### config.mk
export PLATFORM = sky130hd
export DESIGN_NAME = secure_region_command_decoder
export DESIGN_NICKNAME = d
export VERILOG_FILES = /design/src/verilog/secure_region_pkg.sv /design/src/verilog/write_match.sv /design/src/verilog/secure_region_command_decoder.sv
export SDC_FILE = /design/constraint.sdc
export NUM_CORES = 1
export LEC_CHECK = 0
export ABC_AREA = 1
export BUFFER_PORTS_ARGS = -buffer_cell sky130_fd_sc_hd__buf_4
export CELL_PAD_IN_SITES_DETAIL_PLACEMENT = 0
export CELL_PAD_IN_SITES_GLOBAL_PLACEMENT = 1
export CORE_MARGIN = 2
export CORE_UTILIZATION = 29
export DETAILED_ROUTE_END_ITERATION = 6
export PLACE_DENSITY = 0.76
export SLEW_MARGIN = 20
export SYNTH_ARGS = -nofsm -noshare
export SYNTH_HDL_FRONTEND = slang
export SYNTH_SLANG_ARGS = --single-unit
### constraint.sdc
create_clock -name core_clk -period 1.75 [get_ports core_clk]
set_input_delay 0.0875 -clock core_clk [delete_from_list [all_inputs] [get_ports core_clk]]
set_output_delay 0.0875 -clock core_clk [all_outputs]
set_load 0.01 [all_outputs]
### src/verilog/secure_region_pkg.sv
package secure_region_pkg;

    // ****************************************************************
    // Command sequence addresses and data.
    // ****************************************************************
    localparam logic [23:0] UNLOCK1_ADDR = 24'h000555;  // First and third unlock word offset.
    localparam logic [23:0] UNLOCK2_ADDR = 24'h0002aa;  // Second unlock word offset.
    localparam logic [15:0] UNLOCK1_DATA = 16'h00aa;    // First unlock data word.
    localparam logic [15:0] UNLOCK2_DATA = 16'h0055;    // Second unlock data word.
    localparam logic [15:0] ENTRY_DATA   = 16'h0088;    // Third cycle of the entry command.
    localparam logic [15:0] EXIT_DATA    = 16'h0090;    // Third cycle of the exit command.
    localparam logic [15:0] EXIT_FINAL   = 16'h0000;    // Fourth cycle of the exit command.
    localparam logic [15:0] PROG_DATA    = 16'h00a0;    // Program setup data word.

    // ****************************************************************
    // Secure region layout.
    // ****************************************************************
    localparam int          ADDR_W        = 24;          // Word address width.
    localparam int          SECTOR_BITS   = 16;          // Address bits inside the first sector.
    localparam int          REGION_BITS   = 8;           // Address bits of the 256-word region.
    localparam logic [7:0]  CUSTOMER_BASE = 8'h80;       // First word of the customer area.
    localparam logic        MAP_RESET     = 1'b0;        // Mapping after reset: normal array.

    // ****************************************************************
    // Decoder states, one-hot.
    // ****************************************************************
    typedef enum logic [4:0] {
        ST_IDLE   = 5'b00001,  // Waiting for the first unlock cycle.
        ST_UNL1   = 5'b00010,  // First unlock cycle seen.
        ST_UNL2   = 5'b00100,  // Second unlock cycle seen.
        ST_EXIT3  = 5'b01000,  // Exit third cycle seen.
        ST_PROG3  = 5'b10000   // Program setup seen.
    } seq_state_t;

endpackage : secure_region_pkg

### src/verilog/write_match.sv
`timescale 1ns/10ps
// Compares one write cycle against an expected address and data word.
module write_match
    import secure_region_pkg::*;
(
    input  wire logic [ADDR_W-1:0] wr_addr,    // Address of the write.
    input  wire logic [15:0]       wr_data,    // Data of the write.
    input  wire logic [ADDR_W-1:0] exp_addr,   // Expected address.
    input  wire logic [15:0]       exp_data,   // Expected data.
    output logic                   hit         // High when both match.
);

    // ****************************************************************
    // Comparison.
    // ****************************************************************
    // Both address and data must match for the cycle to count.
    assign hit = (wr_addr == exp_addr) && (wr_data == exp_data);

endmodule : write_match

### src/verilog/secure_region_command_decoder.sv
`timescale 1ns/10ps
module secure_region_command_decoder
    import secure_region_pkg::*;
(
    input  wire logic              core_clk,         // Internal device clock.
    input  wire logic              sys_rst,          // Synchronous reset, active high.
    input  wire logic              wr_strobe,        // One-cycle pulse per host write.
    input  wire logic [ADDR_W-1:0] wr_addr,          // Word address of the write.
    input  wire logic [15:0]       wr_data,          // Data word of the write.
    input  wire logic              rd_strobe,        // One-cycle pulse per host read.
    input  wire logic [ADDR_W-1:0] rd_addr,          // Word address of the read.
    input  wire logic              embedded_busy,    // Embedded program or erase running.
    output logic                   secure_map,       // Secure region mapped in.
    output logic                   rd_secure,        // Read is served by the secure region.
    output logic                   rd_invalid,       // Secure read falls outside the 256-word region.
    output logic                   prog_req,         // Pulse: program a customer word.
    output logic [REGION_BITS-1:0] prog_addr,        // Region offset to program.
    output logic [15:0]            prog_data,        // Data word to program.
    output logic                   prog_reject       // Pulse: program target refused.
);

    // ****************************************************************
    // State and comparators.
    // ****************************************************************
    seq_state_t state_q;                 // Command sequence state.
    logic       map_q;                   // Secure mapping flag.
    logic       hit_u1;                  // First unlock cycle matches.
    logic       hit_u2;                  // Second unlock cycle matches.
    logic       hit_entry;               // Entry cycle matches.
    logic       hit_exit;                // Exit third cycle matches.
    logic       hit_prog;                // Program setup matches.
    logic       in_sector;               // Address lies in the first sector.
    logic       in_region;               // Address lies inside 256 words.
    logic       wr_sector;               // Write target lies inside the 256-word region.
    logic       wr_customer;             // Write target lies in customer area.

    write_match u_m1 (.wr_addr(wr_addr), .wr_data(wr_data), .exp_addr(UNLOCK1_ADDR),
                      .exp_data(UNLOCK1_DATA), .hit(hit_u1));
    write_match u_m2 (.wr_addr(wr_addr), .wr_data(wr_data), .exp_addr(UNLOCK2_ADDR),
                      .exp_data(UNLOCK2_DATA), .hit(hit_u2));
    write_match u_m3 (.wr_addr(wr_addr), .wr_data(wr_data), .exp_addr(UNLOCK1_ADDR),
                      .exp_data(ENTRY_DATA), .hit(hit_entry));
    write_match u_m4 (.wr_addr(wr_addr), .wr_data(wr_data), .exp_addr(UNLOCK1_ADDR),
                      .exp_data(EXIT_DATA), .hit(hit_exit));
    write_match u_m5 (.wr_addr(wr_addr), .wr_data(wr_data), .exp_addr(UNLOCK1_ADDR),
                      .exp_data(PROG_DATA), .hit(hit_prog));

    // Sector and region decoding of read and write addresses.
    assign in_sector   = (rd_addr[ADDR_W-1:SECTOR_BITS] == '0);
    assign in_region   = (rd_addr[SECTOR_BITS-1:REGION_BITS] == '0);
    assign wr_sector   = (wr_addr[ADDR_W-1:REGION_BITS] == '0);
    assign wr_customer = wr_sector && (wr_addr[REGION_BITS-1:0] >= CUSTOMER_BASE);

    // ****************************************************************
    // Command sequencer.
    // ****************************************************************
    // Walks the unlock cycles; any mismatch drops back to idle.
    always_ff @(posedge core_clk) begin
        if (sys_rst) begin
            state_q <= ST_IDLE;
        end else if (wr_strobe) begin
            case (state_q)
                ST_IDLE: begin
                    state_q <= hit_u1 ? ST_UNL1 : ST_IDLE;
                end
                ST_UNL1: begin
                    state_q <= hit_u2 ? ST_UNL2 : ST_IDLE;
                end
                ST_UNL2: begin
                    if (hit_prog && map_q) begin
                        state_q <= ST_PROG3;
                    end else if (hit_exit && map_q) begin
                        state_q <= ST_EXIT3;
                    end else begin
                        state_q <= ST_IDLE;
                    end
                end
                default: begin
                    // The fourth cycle always completes or abandons.
                    state_q <= ST_IDLE;
                end
            endcase
        end
    end

    // ****************************************************************
    // Mapping flag.
    // ****************************************************************
    // Set by entry, cleared only by a full exit or reset.
    always_ff @(posedge core_clk) begin
        if (sys_rst) begin
            map_q <= MAP_RESET;
        end else if (wr_strobe && (state_q == ST_UNL2) && hit_entry) begin
            map_q <= 1'b1;
        end else if (wr_strobe && (state_q == ST_EXIT3) && (wr_data == EXIT_FINAL)) begin
            map_q <= 1'b0;
        end
    end

    // ****************************************************************
    // Program request.
    // ****************************************************************
    // Issues a program only for customer words while embedded_busy is low; others are rejected.
    always_ff @(posedge core_clk) begin
        if (sys_rst) begin
            prog_req    <= 1'b0;
            prog_reject <= 1'b0;
            prog_addr   <= '0;
            prog_data   <= '0;
        end else begin
            prog_req    <= 1'b0;
            prog_reject <= 1'b0;
            if (wr_strobe && (state_q == ST_PROG3)) begin
                prog_addr <= wr_addr[REGION_BITS-1:0];
                prog_data <= wr_data;
                if (wr_customer && !embedded_busy) begin
                    prog_req <= 1'b1;
                end else begin
                    prog_reject <= 1'b1;
                end
            end
        end
    end

    // ****************************************************************
    // Read steering.
    // ****************************************************************
    // Flags each read that the secure region serves.
    always_ff @(posedge core_clk) begin
        if (sys_rst) begin
            secure_map <= 1'b0;
            rd_secure  <= 1'b0;
            rd_invalid <= 1'b0;
        end else begin
            secure_map <= map_q;
            rd_secure  <= rd_strobe && map_q && in_sector && !embedded_busy;
            rd_invalid <= rd_strobe && map_q && in_sector && !embedded_busy && !in_region;
        end
    end
endmodule : secure_region_command_decoder

==> results.sh, run 1 <==
export IMPL_wl_per_cell_um=11.7
export IMPL_synth_area_leader_cell="dfxtp_1"
export IMPL_cts_inserted_buffers=5
export IMPL_async_flop_share_pct=0
export IMPL_min_path_type="primary input to flip-flop"
export IMPL_netlist_top_cells_count="nor2_1 (67), dfxtp_1 (35), nand2_1 (33)"
export IMPL_drtPass1Iterations=4
export IMPL_cts_tree="built"
export IMPL_rows=28
export IMPL_post_route_drc_count=0
export IMPL_drive_gt1_share_pct=32.0
export IMPL_final_core_util_pct=43.5
export IMPL_drtIter0Drc=45
export IMPL_grt_util_all_layers_pct=15.3
export IMPL_path_class="flip-flop to flip-flop"
export IMPL_clk_pin_slew_ps=70
export IMPL_place_congestion=0.794
export IMPL_hold_viol=0
export IMPL_powerDensity_nw_per_um2=632
export IMPL_ys_seq_area_share_pct=40.5
export IMPL_ys_ff_latch=35
export IMPL_max_slew_margin_rel_pct=69.5
export IMPL_crit_path_top_delay_cell="dfxtp_1"
export IMPL_syn_to_final_growth_pct=47.1
export IMPL_finalSetupViolations=0
export IMPL_postSynthAreaPerCell_um2=6.92
export IMPL_crit_buf_inv=1
export IMPL_grt_max_degree=37
export IMPL_postCtsSetupBuffers=0
export IMPL_dieArea_um2=6600
export IMPL_die_y_um=81.2
export IMPL_n_fill_cell=635
export IMPL_dp_hpwl_um=3890
export IMPL_post_route_min_period_ps=1460
export IMPL_yosysMostFrequentCell="nor2_1"
export IMPL_port_buffers=89
export IMPL_ys_types=30
export IMPL_htreeDepth=2
export IMPL_yosysTopAreaCellShare_pct=40.5
export IMPL_core_area_um2=5850
export IMPL_path_cells="or2_4 > nor2_8 > nand3_4 > inv_4 > o21ai_0 > a21oi_1"
export IMPL_cts_num_sinks=35
export IMPL_cpLargestDelayFamily="simple AND/OR/NAND/NOR gates"
export IMPL_cts_hold_buffers=0
export IMPL_ioPinCount=98
export IMPL_clockRootBuffer="clkbuf_8"
export IMPL_cp_max_fo=36
export IMPL_synth_main_ff_cell="dfxtp_1"
export IMPL_syn_inst=250
export IMPL_syn_area_um2=1730
export IMPL_start_util_pct=29.6
export IMPL_routed_wl_um=4850
export IMPL_drv_slew=0
export IMPL_cap_violations=0
export IMPL_ir_worst_vdd_uv=330
export IMPL_required_ps=1970
export IMPL_end_kind="flip-flop"
export IMPL_leakagePower_nw=1.16
export IMPL_whs_ps=14.4
export IMPL_power_total_mw=1.61
export IMPL_vias=1858
export IMPL_grt_overflow=0
export IMPL_antenna_cells=0
export IMPL_yosys_warnings=0
export IMPL_outcome="completed"
export IMPL_drtAntennaViolNets=0
export IMPL_dieWidth_um=81.2
export IMPL_ctsLongestPathBuffers=2
export IMPL_worstPathArrival_ps=1670
export IMPL_clk_latency_ps=280
export IMPL_tns_ps=0
export IMPL_fmax_mhz=687
export IMPL_finalCritPeriodShare_pct=83.2
export IMPL_rsz0062_at_grt="false"
export IMPL_skew_ps=6.80
export IMPL_synth_edff_count=0
export IMPL_tightest_slew_ps=453
export IMPL_layout_nets=410
export IMPL_synth_fp_nets=319
export IMPL_slowest_delay_ps=340
export IMPL_vias_per_cell=4.47
export IMPL_antenna_found_initial=0
export IMPL_cts_resized=0
export IMPL_cp_start_kind="flip-flop"
export IMPL_synthTopCellsByArea="dfxtp_1 (41%), nor2_1 (15%), nand2_1 (7.2%)"
export IMPL_grt_first_pass_wirelength_um=7760
export IMPL_first_global_vias=1817
sequential cells by signal (all words and copies together), names as in the netlist:
| name | flops |
|---|---|
| prog_req | 1 |
| prog_reject | 1 |
| secure_map | 1 |
| rd_invalid | 1 |
| map_q | 1 |
| prog_data | 16 |
| state_q | 5 |
| prog_addr | 8 |
| rd_secure | 1 |
layer usage:
layer | routed length (um) | track usage (%) | up-vias
met5 | 0 | 0 | -
met4 | 56 | 5.42 | 0
met3 | 284 | 4.11 | 4
met2 | 2350 | 27.4 | 54
met1 | 2160 | 17.4 | 810
li1 | - | - | 990
cells in the final DEF, fill, tap and decap left out, drive strengths merged:
master and instances:
and3b 1, a21oi 16, nor3 2, nand2 33
a21boi 1, buf 91, o31ai 1, clkbuf 6
and2 1, nand3b 1, nor2 68, nand3 10
nand4 7, dfxtp 35, clkinv 1, inv 29
o21ai 29, nor4 7, or2 2
worst reg2reg max path: stages, from the launching register on:
cell	delay [ps]
dfxtp_1	340
or2_4	290
nor2_8	100
nand3_4	80
inv_4	310
o21ai_0	140
a21oi_1	130
worst paths after layout:
check	from	end	slack [ps]	cells after the start
setup reg to reg	state_q[0]	prog_data[0]	290	6
hold / removal	sys_rst	state_q[4]	10	2
hold reg to reg	prog_addr[0]	prog_addr[0]	490	2
setup / recovery	state_q[0]	prog_data[0]	290	6
metrics by stage:
stage               worst slack, ps  cells  instance area (um^2)
floorplan                       498    250                  1730
finish                          294    416                  2540
CTS                             287    416                  2540
global placement                332    409                  2460
detailed placement              304    409                  2460
global route                    151    416                  2540
cell type report:
class | count | area, um^2 | area share [%]
Clock buffer | 6 | 82.6 | 3.25
Inverter | 29 | 111 | 4.38
Clock inverter | 1 | 5.00 | 0.197
Tap cell | 75 | 93.8 | 3.69
Sequential cell | 35 | 701 | 27.5
Timing Repair Buffer | 91 | 683 | 26.9
Multi-Input combinational cell | 179 | 867 | 34.1
kinds of logic after synthesis:
logic type / count (synthesis) / share of synthesized area [%]
AND/OR/NAND/NOR: 132 / 35.2
AO/OA/AOI/OAI: 47 / 15.0
buffers and inverters: 36 / 9.33
flip-flops: 35 / 40.5
power breakdown:
group | leakage [nW] | internal, mW | switching, mW | total (mW)
sequential | 0.283 | 0.801 | 0.00374 | 0.804
clock | 0.0470 | 0.309 | 0.287 | 0.595
combinational | 0.828 | 0.114 | 0.0925 | 0.207
total | 1.16 | 1.22 | 0.383 | 1.61
No activity file was read; power rests on OpenSTA's default activity.
==> run 2, diff against run 1 <==
==> constraint.sdc (replaced) <==
create_clock -name core_clk -period 1.4 [get_ports core_clk]
set_input_delay 0.07 -clock core_clk [delete_from_list [all_inputs] [get_ports core_clk]]
set_output_delay 0.07 -clock core_clk [all_outputs]
set_load 0.01 [all_outputs]
==> run 2 against run 1 <==
Cell area rose by 3.3%. Register-to-register slack got worse by 210 ps. First-iteration DRC count rose by 89%. Core utilization rose by 1.4 points. Via count rose by 0.81%. Critical path type unchanged. Largest cell class unchanged. Highest routed layer unchanged.
==> results.sh, run 2 (same netlist as run 1, synthesis figures left out) <==
export IMPL_drv_slew=0
export IMPL_wl_met2_um=2280
export IMPL_drive_gt1_share_pct=34.2
export IMPL_skew_ps=8.35
export IMPL_routed_wl_um=4780
export IMPL_highest_layer="met4"
export IMPL_wl_per_cell_um=11.3
export IMPL_die_y_um=81.2
export IMPL_place_congestion=0.748
export IMPL_final_cell_mix="buf_4 (96), nor2_1 (66), nand2_1 (33), dfxtp_1 (33), inv_1 (28)"
export IMPL_syn_to_final_growth_pct=52.0
export IMPL_ctsLongestPathBuffers=2
export IMPL_cp_max_fo=3
export IMPL_worstPathArrival_ps=1490
export IMPL_vias=1873
export IMPL_hold_viol=0
export IMPL_wl_met1_um=2110
export IMPL_cts_tree="built"
export IMPL_grt_util_all_layers_pct=15.3
export IMPL_layout_commonest_cell="buf_4"
export IMPL_p_sw_share_pct=23.5
export IMPL_clk_latency_ps=280
export IMPL_dp_slack_ps=22.9
export IMPL_clkPwrFrac_pct=36.5
export IMPL_post_route_min_period_ps=1310
export IMPL_outcome="completed"
export IMPL_grt_first_pass_wirelength_um=7760
export IMPL_cap_violations=0
export IMPL_antenna_found_initial=0
export IMPL_antenna_cells=0
export IMPL_largest_register_ff_count=16
export IMPL_rows=28
export IMPL_dp_cells=415
export IMPL_layout_nets=417
export IMPL_fin_ws_ps=88.0
export IMPL_cts_inserted_buffers=5
export IMPL_first_global_vias=1769
export IMPL_finalSetupViolations=0
export IMPL_port_buffers=89
export IMPL_finalCritPeriodShare_pct=93.7
export IMPL_clk_pin_slew_ps=70
export IMPL_rsz0062_at_grt="true"
export IMPL_powerDensity_nw_per_um2=764
export IMPL_endpoint="state_q[0]"
export IMPL_path_class="flip-flop to flip-flop"
export IMPL_combPwrFrac_pct=13.4
export IMPL_reg2reg_slack_ps=90
export IMPL_htreeDepth=2
export IMPL_max_slew_margin_rel_pct=77.2
export IMPL_r2r_start="state_q[0]"
export IMPL_clockRootBuffer="clkbuf_8"
export IMPL_wl_met3_um=337
export IMPL_fin_cells=423
export IMPL_ioPinCount=98
export IMPL_start_util_pct=29.6
export IMPL_reg_largest_list="prog_data x16, prog_addr x8, state_q x5"
export IMPL_min_path_type="primary input to flip-flop"
export IMPL_reg2reg_depth=8
export IMPL_p_int_mw=1.54
export IMPL_dieArea_um2=6600
export IMPL_power_total_mw=2.01
export IMPL_cp_start_kind="flip-flop"
export IMPL_required_ps=1580
export IMPL_drtPass1Iterations=5
export IMPL_power_switching_mw=0.472
export IMPL_drtIter0Drc=85
export IMPL_tightest_slew_ps=340
export IMPL_end_kind="flip-flop"
export IMPL_leakagePower_nw=1.20
export IMPL_dp_hpwl_um=3860
export IMPL_core_area_um2=5850
export IMPL_drtAntennaViolNets=0
export IMPL_ir_worst_vdd_uv=321
export IMPL_crit_start="state_q[0]"
export IMPL_post_route_drc_count=0
export IMPL_grt_max_degree=30
export IMPL_rr_endpoint="state_q[0]"
export IMPL_vias_per_cell=4.43
export IMPL_largest_register="prog_data"
export IMPL_fmax_mhz=762
export IMPL_cts_num_sinks=35
export IMPL_grt_overflow=0
export IMPL_dieWidth_um=81.2
export IMPL_pwr_share_seq_pct=50.0
==> run 2: worst max-delay path, cell delays in order, from the launching register on <==
cell and delay (ps):
dfxtp_1 310, buf_4 140, nor4_2 290, buf_4 170, nor2_1 40, nand2_1 70, nand3_1 70, nand2_1 80
nand2_1 50
==> run 2: through the flow <==
| step | TNS [ps] | util [%] | area [um^2] | hold slack [ps] |
|---|---|---|---|---|
| after floorplan | 0 | - | 1730 | 139 |
| after global placement | 0 | 43.0 | 2510 | 287 |
| after detailed placement | 0 | 43.0 | 2510 | 281 |
| after CTS | 0 | 44.6 | 2610 | 10.5 |
| after global routing | -40.4 | 44.9 | 2630 | 22.3 |
| final | 0 | 44.9 | 2630 | 11.9 |
==> run 2: worst min-delay path by stage <==
| stage | startpoint | endpoint | slack (ps) | cells after the start |
|---|---|---|---|---|
| global placement | sys_rst | state_q[4] | 290 | 2 |
| CTS | wr_strobe | state_q[2] | 10 | 2 |
| floorplan | sys_rst | state_q[4] | 140 | 1 |
| detailed placement | sys_rst | state_q[4] | 280 | 2 |
| global route | wr_strobe | state_q[3] | 20 | 2 |
| finish | wr_strobe | state_q[3] | 10 | 2 |
==> run 2: final cells by class <==
type | instances | area [um^2]
Timing Repair Buffer | 98 | 751
Clock buffer | 6 | 82.6
Inverter | 29 | 116
Multi-Input combinational cell | 179 | 876
Tap cell | 75 | 93.8
Sequential cell | 35 | 703
Fill cell | 643 | 3220
Clock inverter | 1 | 5.00
==> run 2: power by group through the flow <==
stage / clock network [mW] / registers [mW] / logic (mW)
2_1_floorplan: 0 / 1.03 / 0.0954
3_3_place_gp: 0 / 1.03 / 0.265
3_5_place_dp: 0 / 1.03 / 0.267
4_1_cts: 0.764 / 1.00 / 0.270
5_1_grt: 0.813 / 1.00 / 0.302
6_report: 0.734 / 1.01 / 0.269
==> run 2: metal layers <==
layer | vias up | global-route usage [%]
li1 | 1008 | -
met1 | 805 | 18.0
met2 | 56 | 26.8
met3 | 4 | 4.33
met4 | 0 | 4.58
met5 | - | 0
==> run 2: timing repair <==
item | in CTS | in global routing
setup buffers | 0 | 0
gates resized for setup | 0 | 14
setup endpoints to repair | 0 | 26
endpoints found under the hold margin | 1 | 0
hold buffers | 1 | 0
==> run 3, diff against run 2 <==
--- a/config.mk
+++ b/config.mk
@@ -10,9 +10,9 @@
 export CELL_PAD_IN_SITES_DETAIL_PLACEMENT = 0
 export CELL_PAD_IN_SITES_GLOBAL_PLACEMENT = 1
 export CORE_MARGIN = 2
-export CORE_UTILIZATION = 29
+export CORE_UTILIZATION = 31
 export DETAILED_ROUTE_END_ITERATION = 6
-export PLACE_DENSITY = 0.76
+export PLACE_DENSITY = 0.81
 export SLEW_MARGIN = 20
 export SYNTH_ARGS = -nofsm -noshare
 export SYNTH_HDL_FRONTEND = slang
==> constraint.sdc (replaced) <==
create_clock -name core_clk -period 1.69 [get_ports core_clk]
set_input_delay 0.0845 -clock core_clk [delete_from_list [all_inputs] [get_ports core_clk]]
set_output_delay 0.0845 -clock core_clk [all_outputs]
set_load 0.01 [all_outputs]
==> run 3 against run 2 <==
Count of clock-buffer cells in the layout unchanged. First-iteration DRC count unchanged. Global-route usage increased by 0.85 points. Die area decreased by 6.1%. Sequential share of layout area increased by 0.72 points. Clock power decreased by 16%. Maximum frequency decreased by 8.0%. Total power decreased by 17%. Critical path depth decreased by 2.
==> results.sh, run 3 (same netlist as run 1, synthesis figures left out) <==
export IMPL_outcome="completed"
export IMPL_dp_slack_ps=262
export IMPL_holdPathEnd="state_q[3]"
export IMPL_finalSetupViolations=0
export IMPL_ioPinCount=98
export IMPL_dp_hpwl_um=3790
export IMPL_cts_inserted_buffers=5
export IMPL_crit_path_top_delay_cell="dfxtp_1"
export IMPL_grt_util_all_layers_pct=16.1
export IMPL_skew_ps=4.49
export IMPL_hold_path_depth=2
export IMPL_drtAntennaViolNets=0
export IMPL_r2r_start="state_q[0]"
export IMPL_clockRootBuffer="clkbuf_8"
export IMPL_port_buffers=89
export IMPL_cts_num_sinks=35
export IMPL_post_route_min_period_ps=1430
export IMPL_grt_use_met3_pct=4.60
export IMPL_use_met2_pct=28.1
export IMPL_first_global_vias=1719
export IMPL_layout_commonest_cell="buf_4"
export IMPL_powerDensity_nw_per_um2=652
export IMPL_reg_largest_list="prog_data x16, prog_addr x8, state_q x5"
export IMPL_drv_slew=0
export IMPL_crit_buf_inv=1
export IMPL_cp_start_kind="flip-flop"
export IMPL_clk_pin_slew_ps=70
export IMPL_worstPathArrival_ps=1640
export IMPL_htreeDepth=2
export IMPL_die_y_um=78.7
export IMPL_dieWidth_um=78.7
export IMPL_leakagePower_nw=1.16
export IMPL_fmax_mhz=701
export IMPL_slowest_delay_ps=330
export IMPL_grt_max_degree=37
export IMPL_core_area_um2=5440
export IMPL_path_class="flip-flop to flip-flop"
export IMPL_cp_max_fo=36
export IMPL_cap_violations=0
export IMPL_tns_ps=0
export IMPL_grt_overflow=0
export IMPL_path_cells="or2_4 > nor2_8 > nand3_4 > inv_4 > o21ai_0 > a21oi_1"
export IMPL_worstHoldStart="wr_strobe"
export IMPL_reg2reg_depth=6
export IMPL_start_util_pct=31.8
export IMPL_grt_first_pass_wirelength_um=7850
export IMPL_busiest_layer="met2"
export IMPL_routed_wl_um=4790
export IMPL_cts_resized=0
export IMPL_rsz0062_at_grt="false"
export IMPL_use_met1_pct=19.2
export IMPL_dieArea_um2=6190
export IMPL_whs_ps=36.9
export IMPL_ctsLongestPathBuffers=2
export IMPL_clk_latency_ps=280
export IMPL_fin_ws_ps=264
export IMPL_cpLargestDelayFamily="simple AND/OR/NAND/NOR gates"
export IMPL_antenna_cells=0
export IMPL_vias=1874
export IMPL_wl_per_cell_um=11.6
export IMPL_antenna_found_initial=0
export IMPL_min_path_type="primary input to flip-flop"
export IMPL_rr_endpoint="prog_addr[4]"
export IMPL_finalCritPeriodShare_pct=84.4
export IMPL_end_kind="flip-flop"
export IMPL_layout_nets=411
export IMPL_reg2reg_slack_ps=260
export IMPL_required_ps=1910
export IMPL_syn_to_final_growth_pct=47.5
export IMPL_vias_per_cell=4.53
export IMPL_cts_tree="built"
export IMPL_drive_gt1_share_pct=31.9
export IMPL_ir_worst_vdd_uv=250
export IMPL_drtIter0Drc=85
export IMPL_rows=27
export IMPL_largest_register="prog_data"
export IMPL_post_route_drc_count=0
export IMPL_power_total_mw=1.66
export IMPL_max_slew_margin_rel_pct=65.3
export IMPL_tightest_slew_ps=515
export IMPL_hold_viol=0
export IMPL_largest_register_ff_count=16
export IMPL_final_cell_mix="buf_4 (91), nor2_1 (67), dfxtp_1 (35)"
export IMPL_drtPass1Iterations=4
export IMPL_place_congestion=0.826
[run 3: cell types whose count changed in the layout (fill, tap and decap cells not counted), sizes merged]
cell / previous run / this run
buf: 97 / 91
[run 3: how the worst max path moves through the flow]
stage / from / end / slack [ps] / cells past startpoint
2_1_floorplan: state_q[0] / prog_addr[0] / 440 / 6
3_3_place_gp: state_q[0] / prog_data[2] / 290 / 6
3_5_place_dp: state_q[0] / prog_addr[3] / 260 / 6
4_1_cts: state_q[0] / prog_addr[3] / 250 / 6
5_1_grt: state_q[0] / prog_data[2] / 100 / 6
6_report: state_q[0] / prog_addr[4] / 260 / 6
[run 3: worst reg2reg max path, stage by stage, from the launching register on]
cell	delay, ps
dfxtp_1	330
or2_4	290
nor2_8	100
nand3_4	80
inv_4	290
o21ai_0	140
a21oi_1	120
[run 3: power breakdown]
| part | internal (mW) | leakage (nW) | switching, mW |
|---|---|---|---|
| sequential | 0.829 | 0.283 | 0.00405 |
| clock | 0.320 | 0.0470 | 0.295 |
| combinational | 0.120 | 0.832 | 0.0952 |
| total | 1.27 | 1.16 | 0.394 |
[run 3: timing repair]
action | 4_1_cts | 5_1_grt
hold endpoints to repair | 1 | 0
setup buffers | 0 | 0
hold buffers | 1 | 0
[run 3: stage by stage]
step	instances	area, um^2	util (%)
after floorplan	250	1730	-
after global placement	406	2450	45.1
after detailed placement	406	2450	45.1
after CTS	414	2550	46.9
after global routing	414	2550	46.9
final	414	2550	46.9
[run 3: final cells by class]
type | count | area [um^2]
Clock buffer | 6 | 82.6
Timing Repair Buffer | 92 | 693
Multi-Input combinational cell | 179 | 867
Sequential cell | 35 | 701
Clock inverter | 1 | 5.00
Fill cell | 578 | 2890
Tap cell | 72 | 90.1
Inverter | 29 | 111
[run 3: layer usage]
layer  vias up  share of wire [%]
li1        993                  -
met1       820                 44
met2        54                 49
met3         7                6.1
met4         0                1.2
met5         -                  0
